**src/core/gpc_pkg.sv**
```systemverilog
// constants, pin bundle and state types for the gain and power control port
//
// What this block does
// - serial port and parallel latch operate only while enable input is high
// - serial transaction open while select latch low
// - latch rising edge captures parallel gain bits
// - serial data sampled on serial clock rise
// - serial bits shift into eight-bit register
// - serial output driven only during read transactions
// - parallel select high silences the serial port
// - parallel select high takes gain from pins
// - parallel select low gives serial port control
// - low power pin low: serial power setting
// - low power pin high forces reduced power
// - gain in 0.5 dB steps, 15.5 dB span
// - reduced power selectable by low power pin
package gpc_pkg;

  localparam int        SHIFT_W        = 8;
  localparam int        GAIN_W         = 5;
  localparam int        CNT_W          = 3;
  localparam int        ADDR_W         = 7;
  // attenuation per code count and full span, in milli-dB
  localparam int        ATTEN_STEP_MDB = 500;
  localparam int        ATTEN_MAX_MDB  = 15500;
  localparam logic [4:0] GAIN_CODE_MAX = 5'h1f;
  // command byte layout: read flag on top, register index below
  localparam int        CMD_READ_BIT   = 7;
  // serial register indices and reset values
  localparam logic [6:0] REG_GAIN      = 7'h00;
  localparam logic [6:0] REG_POWER     = 7'h01;
  localparam logic [7:0] GAIN_RESET    = 8'h00;
  localparam logic [7:0] POWER_RESET   = 8'h00;
  localparam int        POWER_LOW_BIT  = 0;
  localparam logic [2:0] BIT_CNT_LAST  = 3'h7;
  localparam logic [2:0] BIT_CNT_RESET = 3'h0;
  localparam logic [4:0] LATCH_RESET   = 5'h00;

  // raw pins from the host controller, all asynchronous to core_clk_i
  typedef struct packed {
    logic             enable;
    logic             select_latch_n;
    logic             sclk;
    logic             sdi;
    logic             parallel_select;
    logic             low_power_select;
    logic [GAIN_W-1:0] gain_bit;
  } host_pins_t;

  localparam int PINS_W = $bits(host_pins_t);
  localparam logic [PINS_W-1:0] PINS_RESET = {2'b01, {(PINS_W-2){1'b0}}};

  typedef enum logic [1:0] {SER_IDLE, SER_CMD, SER_DATA} ser_state_t;

endpackage

```
**src/core/gpc_regs.sv**
```systemverilog
// two-entry serial register file with registered read data
`timescale 1ns/1ps
module gpc_regs
(
  input  wire logic                      core_clk_i,
  input  wire logic                      resetn_i,
  input  wire logic                      wr_en_i,
  input  wire logic [gpc_pkg::ADDR_W-1:0] addr_i,
  input  wire logic [7:0]                wdata_i,
  output logic      [7:0]                rdata_o,
  output logic      [7:0]                gain_reg_o,
  output logic      [7:0]                power_reg_o
);
  import gpc_pkg::*;

  // writes to unmapped indices are dropped
  always_ff @(posedge core_clk_i)
  begin
    if (!resetn_i)
    begin
      gain_reg_o  <= GAIN_RESET;
      power_reg_o <= POWER_RESET;
    end
    else if (wr_en_i && addr_i == REG_GAIN)
      gain_reg_o  <= wdata_i;
    else if (wr_en_i && addr_i == REG_POWER)
      power_reg_o <= wdata_i;
  end

  // read data registered; unmapped indices read zero
  always_ff @(posedge core_clk_i)
  begin
    if (!resetn_i)
      rdata_o <= 8'h00;
    else if (addr_i == REG_GAIN)
      rdata_o <= gain_reg_o;
    else if (addr_i == REG_POWER)
      rdata_o <= power_reg_o;
    else
      rdata_o <= 8'h00;
  end

endmodule

```
**src/core/gain_power_control_port.sv**
```systemverilog
// gain and power control front end: pin sync, serial port, parallel latch
`timescale 1ns/1ps
module gain_power_control_port
(
  input  wire logic                       core_clk_i,
  input  wire logic                       resetn_i,
  input  wire gpc_pkg::host_pins_t        pins_i,
  output logic                            sdo_o,
  output logic                            sdo_oe_o,
  output logic [gpc_pkg::GAIN_W-1:0]      atten_code_o,
  output logic                            low_power_o,
  output logic                            active_o
);
  import gpc_pkg::*;

  host_pins_t             meta_q;
  host_pins_t             sync_q;
  logic                   cs_prev_q;
  logic                   sclk_prev_q;
  logic                   cs_rise;
  logic                   cs_fall;
  logic                   sclk_rise;
  logic                   sclk_fall;
  logic                   ser_ok;
  ser_state_t             state_q;
  logic [CNT_W-1:0]       cnt_q;
  logic [SHIFT_W-1:0]     shift_q;
  logic [SHIFT_W-1:0]     cmd_q;
  logic [SHIFT_W-1:0]     tx_q;
  logic                   tx_load_q;
  logic                   wr_en;
  logic [SHIFT_W-1:0]     wdata;
  logic [SHIFT_W-1:0]     rdata;
  logic [SHIFT_W-1:0]     gain_reg;
  logic [SHIFT_W-1:0]     power_reg;
  logic [GAIN_W-1:0]      par_latch_q;
  logic                   is_read;
  logic                   cmd_done_q;
  logic                   tx_arm_q;

  // next shift value: new bit enters at the bottom, msb first on the wire
  function automatic logic [SHIFT_W-1:0] shift_in(input logic [SHIFT_W-1:0] v,
                                                 input logic              b);
    shift_in = {v[SHIFT_W-2:0], b};
  endfunction

  // two-flop synchroniser on every host pin; the link clock is sampled too
  always_ff @(posedge core_clk_i)
  begin
    if (!resetn_i)
    begin
      meta_q <= host_pins_t'(PINS_RESET);
      sync_q <= host_pins_t'(PINS_RESET);
    end
    else
    begin
      meta_q <= pins_i;
      sync_q <= meta_q;
    end
  end

  // edge history taken from the second stage only
  always_ff @(posedge core_clk_i)
  begin
    if (!resetn_i)
    begin
      cs_prev_q   <= 1'b1;
      sclk_prev_q <= 1'b0;
    end
    else
    begin
      cs_prev_q   <= sync_q.select_latch_n;
      sclk_prev_q <= sync_q.sclk;
    end
  end

  assign cs_rise   = sync_q.select_latch_n & ~cs_prev_q;
  assign cs_fall   = ~sync_q.select_latch_n & cs_prev_q;
  assign sclk_rise = sync_q.sclk & ~sclk_prev_q;
  assign sclk_fall = ~sync_q.sclk & sclk_prev_q;
  // serial port alive only when enabled and parallel select is low
  assign ser_ok    = sync_q.enable & ~sync_q.parallel_select;
  assign is_read   = cmd_q[CMD_READ_BIT];

  // frame state: open on latch low, closed on latch high
  always_ff @(posedge core_clk_i)
  begin
    if (!resetn_i)
      state_q <= SER_IDLE;
    else if (!ser_ok || sync_q.select_latch_n)
      state_q <= SER_IDLE;
    else
    begin
      case (state_q)
        SER_IDLE:
          if (cs_fall)
            state_q <= SER_CMD;
        SER_CMD:
          if (sclk_rise && cnt_q == BIT_CNT_LAST)
            state_q <= SER_DATA;
        SER_DATA:
          state_q <= SER_DATA;  // extra bits after the data byte are ignored
        default:
          state_q <= SER_IDLE;
      endcase
    end
  end

  // bit counter and eight-bit input shifter, sampling on clock rise
  always_ff @(posedge core_clk_i)
  begin
    if (!resetn_i)
    begin
      cnt_q   <= BIT_CNT_RESET;
      shift_q <= '0;
    end
    else if (state_q == SER_IDLE)
      cnt_q   <= BIT_CNT_RESET;
    else if (sclk_rise)
    begin
      cnt_q   <= cnt_q + 3'h1;  // wraps from seven back to zero
      shift_q <= shift_in(shift_q, sync_q.sdi);
    end
  end

  // command byte kept for the whole frame
  always_ff @(posedge core_clk_i)
  begin
    if (!resetn_i)
      cmd_q <= '0;
    else if (state_q == SER_CMD && sclk_rise && cnt_q == BIT_CNT_LAST)
      cmd_q <= shift_in(shift_q, sync_q.sdi);
  end

  // write lands on the eighth data bit; one write per frame
  assign wdata = shift_in(shift_q, sync_q.sdi);
  assign wr_en = ser_ok && !sync_q.select_latch_n && state_q == SER_DATA && !is_read
                 && sclk_rise && cnt_q == BIT_CNT_LAST && !cmd_done_q;

  // blocks a second write if the host keeps clocking past the data byte
  always_ff @(posedge core_clk_i)
  begin
    if (!resetn_i || state_q != SER_DATA)
      cmd_done_q <= 1'b0;
    else if (sclk_rise && cnt_q == BIT_CNT_LAST)
      cmd_done_q <= 1'b1;
  end

  gpc_regs u_regs
  (
    .core_clk_i  (core_clk_i),
    .resetn_i    (resetn_i),
    .wr_en_i     (wr_en),
    .addr_i      (cmd_q[ADDR_W-1:0]),
    .wdata_i     (wdata),
    .rdata_o     (rdata),
    .gain_reg_o  (gain_reg),
    .power_reg_o (power_reg)
  );

  // read data loads two cycles after the command: the register file read
  // is registered, so one cycle alone would still show the old index
  always_ff @(posedge core_clk_i)
  begin
    if (!resetn_i)
    begin
      tx_arm_q  <= 1'b0;
      tx_load_q <= 1'b0;
    end
    else
    begin
      tx_arm_q  <= state_q == SER_CMD && sclk_rise && cnt_q == BIT_CNT_LAST;
      tx_load_q <= tx_arm_q;
    end
  end

  // output shifter moves on clock fall so each bit is stable at the rise
  always_ff @(posedge core_clk_i)
  begin
    if (!resetn_i)
    begin
      tx_q  <= '0;
      sdo_o <= 1'b0;
    end
    else if (tx_load_q)
      tx_q  <= rdata;
    else if (state_q == SER_DATA && is_read && sclk_fall)
    begin
      sdo_o <= tx_q[SHIFT_W-1];
      tx_q  <= {tx_q[SHIFT_W-2:0], 1'b0};
    end
  end

  // output enable only in the data phase of a read
  always_ff @(posedge core_clk_i)
  begin
    if (!resetn_i)
      sdo_oe_o <= 1'b0;
    else
      sdo_oe_o <= ser_ok && !sync_q.select_latch_n
                  && state_q == SER_DATA && is_read;
  end

  // parallel latch: pins are synced with the latch line, so they stay aligned
  always_ff @(posedge core_clk_i)
  begin
    if (!resetn_i)
      par_latch_q <= LATCH_RESET;
    else if (sync_q.enable && sync_q.parallel_select && cs_rise)
      par_latch_q <= sync_q.gain_bit;
  end

  // gain source: parallel latch or serial register, never a mix
  always_ff @(posedge core_clk_i)
  begin
    if (!resetn_i)
      atten_code_o <= LATCH_RESET;
    else if (sync_q.parallel_select)
      atten_code_o <= par_latch_q;
    else
      atten_code_o <= gain_reg[GAIN_W-1:0];
  end

  // pin forces reduced power; otherwise the serial power bit decides
  always_ff @(posedge core_clk_i)
  begin
    if (!resetn_i)
      low_power_o <= 1'b0;
    else
      low_power_o <= sync_q.low_power_select
                     | power_reg[POWER_LOW_BIT];
  end

  // device active only while enable is high
  always_ff @(posedge core_clk_i)
  begin
    if (!resetn_i)
      active_o <= 1'b0;
    else
      active_o <= sync_q.enable;
  end

  // ---- checks ----
  AST_OE_ONLY_READ: assert property (@(posedge core_clk_i) disable iff (!resetn_i)
    sdo_oe_o |-> $past(is_read) && $past(state_q) == SER_DATA)
    else $error("sdo driven outside a read data phase");

  AST_PS_SILENCES: assert property (@(posedge core_clk_i) disable iff (!resetn_i)
    sync_q.parallel_select |=> !sdo_oe_o && !wr_en)
    else $error("serial port active under parallel select");

  AST_DISABLED_IDLE: assert property (@(posedge core_clk_i) disable iff (!resetn_i)
    !sync_q.enable |=> state_q == SER_IDLE && !active_o)
    else $error("serial port or active flag alive while disabled");

  AST_CS_HIGH_ENDS: assert property (@(posedge core_clk_i) disable iff (!resetn_i)
    sync_q.select_latch_n |=> state_q == SER_IDLE)
    else $error("frame still open with latch high");

  AST_PAR_CAPTURE: assert property (@(posedge core_clk_i) disable iff (!resetn_i)
    sync_q.enable && sync_q.parallel_select && cs_rise
    ##1 sync_q.parallel_select |=> atten_code_o == $past(sync_q.gain_bit, 2))
    else $error("parallel gain not taken on latch rise");

  AST_SER_GAIN: assert property (@(posedge core_clk_i) disable iff (!resetn_i)
    !sync_q.parallel_select |=> atten_code_o == $past(gain_reg[GAIN_W-1:0]))
    else $error("serial gain not applied in serial mode");

  AST_RP_FORCE: assert property (@(posedge core_clk_i) disable iff (!resetn_i)
    sync_q.low_power_select |=> low_power_o)
    else $error("low power pin did not force reduced power");

  AST_RP_SERIAL: assert property (@(posedge core_clk_i) disable iff (!resetn_i)
    !sync_q.low_power_select && !power_reg[POWER_LOW_BIT] |=> !low_power_o)
    else $error("reduced power without pin or serial request");

  AST_SHIFT_RISE: assert property (@(posedge core_clk_i) disable iff (!resetn_i)
    state_q != SER_IDLE && sclk_rise && !sync_q.select_latch_n && ser_ok
    |=> shift_q[0] == $past(sync_q.sdi))
    else $error("input bit not shifted on clock rise");

  AST_WRITE_BYTE: assert property (@(posedge core_clk_i) disable iff (!resetn_i)
    wr_en && cmd_q[ADDR_W-1:0] == REG_GAIN |=> gain_reg == $past(wdata))
    else $error("serial gain write lost");

  AST_TX_LOAD_DATA: assert property (@(posedge core_clk_i) disable iff (!resetn_i)
    tx_load_q |-> rdata == (cmd_q[ADDR_W-1:0] == REG_GAIN  ? gain_reg  :
                            cmd_q[ADDR_W-1:0] == REG_POWER ? power_reg : 8'h00))
    else $error("read data loaded from the wrong register");

  AST_ACTIVE_ON: assert property (@(posedge core_clk_i) disable iff (!resetn_i)
    sync_q.enable |=> active_o)
    else $error("device not active while enabled");

  AST_PAR_IGNORED: assert property (@(posedge core_clk_i) disable iff (!resetn_i)
    !sync_q.parallel_select |=> par_latch_q == $past(par_latch_q))
    else $error("parallel latch moved in serial mode");

  AST_RP_SERIAL_ON: assert property (@(posedge core_clk_i) disable iff (!resetn_i)
    power_reg[POWER_LOW_BIT] |=> low_power_o)
    else $error("serial reduced power setting not applied");

endmodule

```
**config.mk**
```make
export PLATFORM = sky130hd
export DESIGN_NAME = gain_power_control_port
export DESIGN_NICKNAME = d
export VERILOG_FILES = /design/src/core/gpc_pkg.sv /design/src/core/gpc_regs.sv /design/src/core/gain_power_control_port.sv
export SDC_FILE = /design/constraint.sdc
export NUM_CORES = 1
export LEC_CHECK = 0
export ABC_CLOCK_PERIOD_IN_PS = 1900
export BUFFER_PORTS_ARGS = -buffer_cell sky130_fd_sc_hd__buf_2
export CAP_MARGIN = 20
export CORE_MARGIN = 4
export CORE_UTILIZATION = 40
export CTS_CLUSTER_SIZE = 25
export DETAILED_ROUTE_END_ITERATION = 10
export PLACE_DENSITY = 0.62
export SETUP_SLACK_MARGIN = 0.5
export SLEW_MARGIN = 20
export SYNTH_ARGS = -nofsm -noshare
export SYNTH_HDL_FRONTEND = slang
export SYNTH_SLANG_ARGS = --single-unit
```
**constraint.sdc**
```tcl
create_clock -name core_clk_i -period 1.9 [get_ports core_clk_i]
set_input_delay 0.095 -clock core_clk_i [delete_from_list [all_inputs] [get_ports core_clk_i]]
set_output_delay 0.095 -clock core_clk_i [all_outputs]
set_load 0.005 [all_outputs]
```
Word level (Yosys, flattened, before mapping)

Cells that the tools add are included.
W data, S select, Z words.

Add/sub/neg operators: 1
$mul: 0
Divide/modulo/power cells: 0
Order comparisons: 0
Eq/ne operators: 7
Shift-type cells: 0
Muxes and demuxes: 8
Bitwise operators: 15
Reductions and logical operators: 32

Operators with widths:

| kind                  | count |
|---|---|
| $mux W8               | 4 |
| $logic_and A1 B1 Y1   | 16 |
| $not A1 Y1            | 9 |
| $reduce_and A2 Y1     | 4 |
| $eq A7 B1 Y1 const B  | 1 |
| $logic_not A7 Y1      | 1 |
| $ne A2 B2 Y1 const B  | 3 |
| $pmux W2 S3           | 1 |
| $and A1 B1 Y1         | 5 |
| $logic_not A1 Y1      | 5 |
| $mux W5               | 1 |
| $mux W2               | 2 |
| $reduce_or A2 Y1      | 2 |
| $add A3 B1 Y3 const B | 1 |
| $eq A3 B3 Y1 const B  | 1 |
| $eq A2 B1 Y1 const B  | 1 |
| $eq A2 B2 Y1 const B  | 1 |
| $logic_not A2 Y1      | 1 |
| $logic_or A1 B1 Y1    | 2 |
| $reduce_bool A2 Y1    | 1 |
| $or A1 B1 Y1          | 1 |

Register bits after elaboration: 93
Bits in latches: 0
Memory bits (writable): 0
Memory bits (read-only): 0
Input port bits: 13
Output and inout bits: 9
Logic and storage cells: 96
Memories kept: 0

Logic depth before layout (Yosys ltp)

Word-level depth: 11
Depth in mapped cells: 7
Depth with buffers taken out: 6

Modules after synthesis

From an unflattened synthesis, not the netlist that was laid out.

Cell total of the unflattened synthesis: 322
Area, all modules: 3414.5 um^2

Modules (own cells, without submodules):

| module                  | instances | cells an instance | area an instance (um^2) | seq. area each (um^2) |
|---|---|---|---|---|
| gain_power_control_port | 1         | 231               | 2473.6                  | 1381.3 |
| gpc_regs                | 1         | 91                | 940.9                   | 480.5 |

Worst setup path after synthesis

Ideal clock, no wire load.

Kind: reg-to-reg
Start point: register state_q[0]
End point: register u_regs.gain_reg_o[4]
Setup time: 0.072 ns
Arrival: 1.750 ns
Data required time: 1.828 ns
Setup slack: 0.079 ns
Stages on the path, launching flop included: 8
Buffers on the path: 1
Clock period less this slack: 1.821 ns
Cell sequence: dfxtp_1 inv_1 ha_1 or4b_4 nor3b_4 and3b_1 buf_6 mux2i_1

Cells in the longest elaborated chain, start to end: 7

Ends and longest elaborated chain:

| what                             | RTL line                       | source |
|---|---|---|
| start: declaration               | gain_power_control_port.sv:25  | `ser_state_t state_q;` |
| start signal: assignment         | gain_power_control_port.sv:89  | `state_q <= SER_IDLE;` |
| start signal: assignment         | gain_power_control_port.sv:91  | `state_q <= SER_IDLE;` |
| start signal: assignment         | gain_power_control_port.sv:97  | `state_q <= SER_CMD;` |
| $eq A2 B2 Y1                     | gain_power_control_port.sv:137 | `assign wr_en = ser_ok && !sync_q.select_latch_n && state_q == SER_DATA && !is_read` |
| $logic_and A1 B1 Y1 (2 in a row) | gain_power_control_port.sv:137 |  |
| $logic_and A1 B1 Y1 (3 in a row) | gain_power_control_port.sv:138 | `&& sclk_rise && cnt_q == BIT_CNT_LAST && !cmd_done_q;` |
| $logic_and A1 B1 Y1              | gpc_regs.sv:24                 | `else if (wr_en_i && addr_i == REG_GAIN)` |
| end signal: assignment           | gpc_regs.sv:25                 | `gain_reg_o <= wdata_i;` |
| end: declaration                 | gpc_regs.sv:11                 | `output logic [7:0] gain_reg_o,` |

Every way passes these cells.
A chain may end at the register's enable or synchronous reset.

Final worst setup path

Start point: register state_q[0]
End point: register u_regs.gain_reg_o[6]

Same word-level chain as after synthesis.

==> results.cfg <==
[sta]
hold_viol = 0
slew_headroom = 0.628
rsz0062_at_grt = yes
finalSetupViolCount = 0
holdWs_ns = 0.279
drv_slew = 0
fin_crit_ns = 1.79
fmaxAchievable_mhz = 557
setup_tns_ns = 0
fin_skew_ns = 0.00765
period_share = 0.944
worst_slew_pin_slew_ns = 0.558

[pwr]
intPower_w = 0.00274
swShare = 0.201
p_leak_nw = 1.66
p_clk_frac = 0.392
p_comb_frac = 0.030
power.density_nw_per_um2 = 821
p_seq_frac = 0.578
switching_power_w = 0.000687
peakVddDrop_v = 0.000626

[die]
chipHeight_um = 100
die_w_um = 100
num_io_pins = 22
rows = 33
core_um2 = 8260
die_area_um2 = 10100
start_util = 0.414

[min_path]
hold_end = u_regs.power_reg_o[5]
min_path_cells = 3
min_from = resetn_i
hp-class = in2reg

[clocking]
cts_root_buf = clkbuf_8
cts-htree-levels = 3
clk_path_buf_depth = 2
cts_buffers = 9
clock_sinks = 93
clock_latency_ns = 0.34
cts_tree = built
clk_pin_slew_ns = 0.09

[worst_setup_path]
cp-startpoint = state_q[0]
rrSetupSlack_ns = 0.11
end_kind = flip-flop
ff2ff_path_depth = 7
r2r_end = u_regs.gain_reg_o[6]
crit_fanout = 8
critPathLaunchType = flip-flop
r2r_start = state_q[0]
worstPathArrival_ns = 2.07
worstSetupPathType = reg2reg
cp.required_ns = 2.17

[grt]
busiest_layer = met2
grt.overflow.total = 0
global_route.usage.met2 = 0.216
grt_pass1_vias = 2258
grt_pass1_wl_um = 10200
use_met1 = 0.155
met3_usage = 0.0360
grt_antenna_before_repair = 0
grt_max_degree = 39
grt_usage = 0.127

[final_layout]
drive_gt1_frac = 0.216
insertedDiodeCount = 0
fin_nets = 394
syn2layout_area_growth_pct = 21.9
fillers = 762

[yosys]
synth_seq_cells = 93
syn_inst = 334
syn_avg_cell_area_um2 = 10.2
synth_top_cell_by_area = dfxtp_1
synth_cell_type_count = 30
ys_seq_area_frac = 0.544
synth_nets = 352
yosysWarnings = 0
synth_area_um2 = 3420
yosys.area.top_type_share = 0.544
synth_area_leaders = dfxtp_1 54%, mux2i_1 15%, nand2_1 5.9%

[detailed_routing]
viasPerCell = 4.58
first_pass_iters = 4
drtIter0Drc = 96
routedWlPerCell_um = 11.9
final_antenna_net_count = 0
num_vias = 2220
drt-total-wl_um = 5760
drc = 0

[job]
drv_cap = 0

[placement]
dpl.hpwl_um = 3740
placement.io_buffers = 21
gp_congestion = 0.729

[status]
status = finished clean
[metal layers]
| metal | vias up | routed length (um) |
|---|---|---|
| met2 | 25 | 2780 |
| met4 | 0 | 80 |
| met5 | - | 0 |
| met1 | 1007 | 2730 |
| li1 | 1180 | - |
| met3 | 8 | 167 |
[synthesized netlist by cell type]
cell type  count
nand3_1        2
o21a_1         1
mux2i_1       51
and2_1        32
and3_1         1
nor3_1         1
a21boi_0       9
xnor2_1        1
buf_1          1
nor3_4         1
dfxtp_1       93
nor2b_1       20
buf_2          3
a21oi_1        3
nand3b_1       1
buf_6          1
clkbuf_1      14
inv_1          4
nand3_4        1
nand2_1       54
and3b_1        1
nand2b_1       4
o21ai_0        9
nor3b_4        1
or4b_4         1
ha_1           5
or4_1          1
nand4b_1       2
nor2_1        15
a22oi_1        1
[sequential cells by signal, summed over array words and instances, names as in the netlist, 7 cells and up]
name,cells
shift_q,7
u_regs.gain_reg_o,8
tx_q,8
u_regs.rdata_o,8
u_regs.power_reg_o,8
cmd_q,8
meta_q,11
sync_q,11
[layout by cell type (no fill, tap or decap), drive strengths merged, types with 2 or more instances in the layout]
| cell | count |
|---|---|
| a21boi | 9 |
| a21oi | 3 |
| and2 | 32 |
| and3 | 2 |
| buf | 38 |
| clkbuf | 12 |
| clkinv | 2 |
| dfxtp | 93 |
| dlygate4sd3 | 11 |
| ha | 5 |
| inv | 4 |
| mux2i | 51 |
| nand2 | 54 |
| nand2b | 4 |
| nand3 | 3 |
| nand4b | 2 |
| nor2 | 15 |
| nor2b | 20 |
| nor3 | 2 |
| o21ai | 9 |
[worst max-delay path, cell delays in order (launching register included)]
cell	delay, ns
dfxtp_2	0.33
inv_2	0.07
ha_4	0.13
or4b_4	0.46
nor3b_4	0.19
and3b_2	0.23
buf_12	0.14
mux2i_1	0.17
[area by class of cell]
class | count | area [um^2] | area share
Clock inverter | 3 | 43.8 | 0.0105
Inverter | 4 | 15.0 | 0.00360
Sequential cell | 93 | 1870 | 0.447
Multi-Input combinational cell | 219 | 1570 | 0.377
Tap cell | 105 | 131 | 0.0315
Clock buffer | 12 | 165 | 0.0396
Timing Repair Buffer | 49 | 379 | 0.0909
[power groups by stage]
stage / registers, W / clock network, W / logic (W)
3_5_place_dp: 0.00203 / 0 / 0.0000809
4_1_cts: 0.00198 / 0.00139 / 0.000100
6_report: 0.00198 / 0.00134 / 0.000102
2_1_floorplan: 0.00202 / 0 / 0.0000560
3_3_place_gp: 0.00203 / 0 / 0.0000806
5_1_grt: 0.00198 / 0.00147 / 0.000115
[per-stage QoR]
| stage | total power [W] | std cells | setup slack (ns) | utilization | instance area (um^2) |
|---|---|---|---|---|---|
| 6_report | 0.00342 | 485 | 0.106 | 0.505 | 4170 |
| 5_1_grt | 0.00357 | 485 | 0.00822 | 0.505 | 4170 |
| 3_5_place_dp | 0.00211 | 449 | 0.0145 | 0.445 | 3680 |
| 2_1_floorplan | 0.00208 | 334 | 0.124 | - | 3440 |
| 3_3_place_gp | 0.00211 | 449 | 0.0673 | 0.445 | 3680 |
| 4_1_cts | 0.00347 | 483 | 0.109 | 0.496 | 4100 |
[how the worst max path moves through the flow]
stage / end / slack [ns] / cells after the start
2_1_floorplan: u_regs.gain_reg_o[4] / 0.12 / 7
3_3_place_gp: u_regs.gain_reg_o[6] / 0.07 / 7
3_5_place_dp: u_regs.gain_reg_o[6] / 0.01 / 7
4_1_cts: u_regs.gain_reg_o[6] / 0.11 / 7
5_1_grt: u_regs.gain_reg_o[4] / 0.008 / 7
6_report: u_regs.gain_reg_o[6] / 0.11 / 7
[timing repair]
item                                    4_1_cts  5_1_grt
cloned                                        0        1
pin swaps                                     6        7
endpoints found under the setup margin       39       50
hold buffers                                 11        0
endpoints found under the hold margin        11        0
gates resized for setup                      14       15
buffers inserted                              8        1
[cell families (layout without fill, tap and decap cells)]
group,Yosys count,in the layout,synth area share
buffers and inverters,23,68,0.0285
AOI/OAI and AO/OA,23,23,0.0417
adders and majority gates,5,5,0.0183
DFF,93,93,0.544
xor gates and xnor gates,1,1,0.00256
and+or+nand+nor,138,139,0.216
muxes,51,51,0.149
No activity file was read; power rests on OpenSTA's default activity.
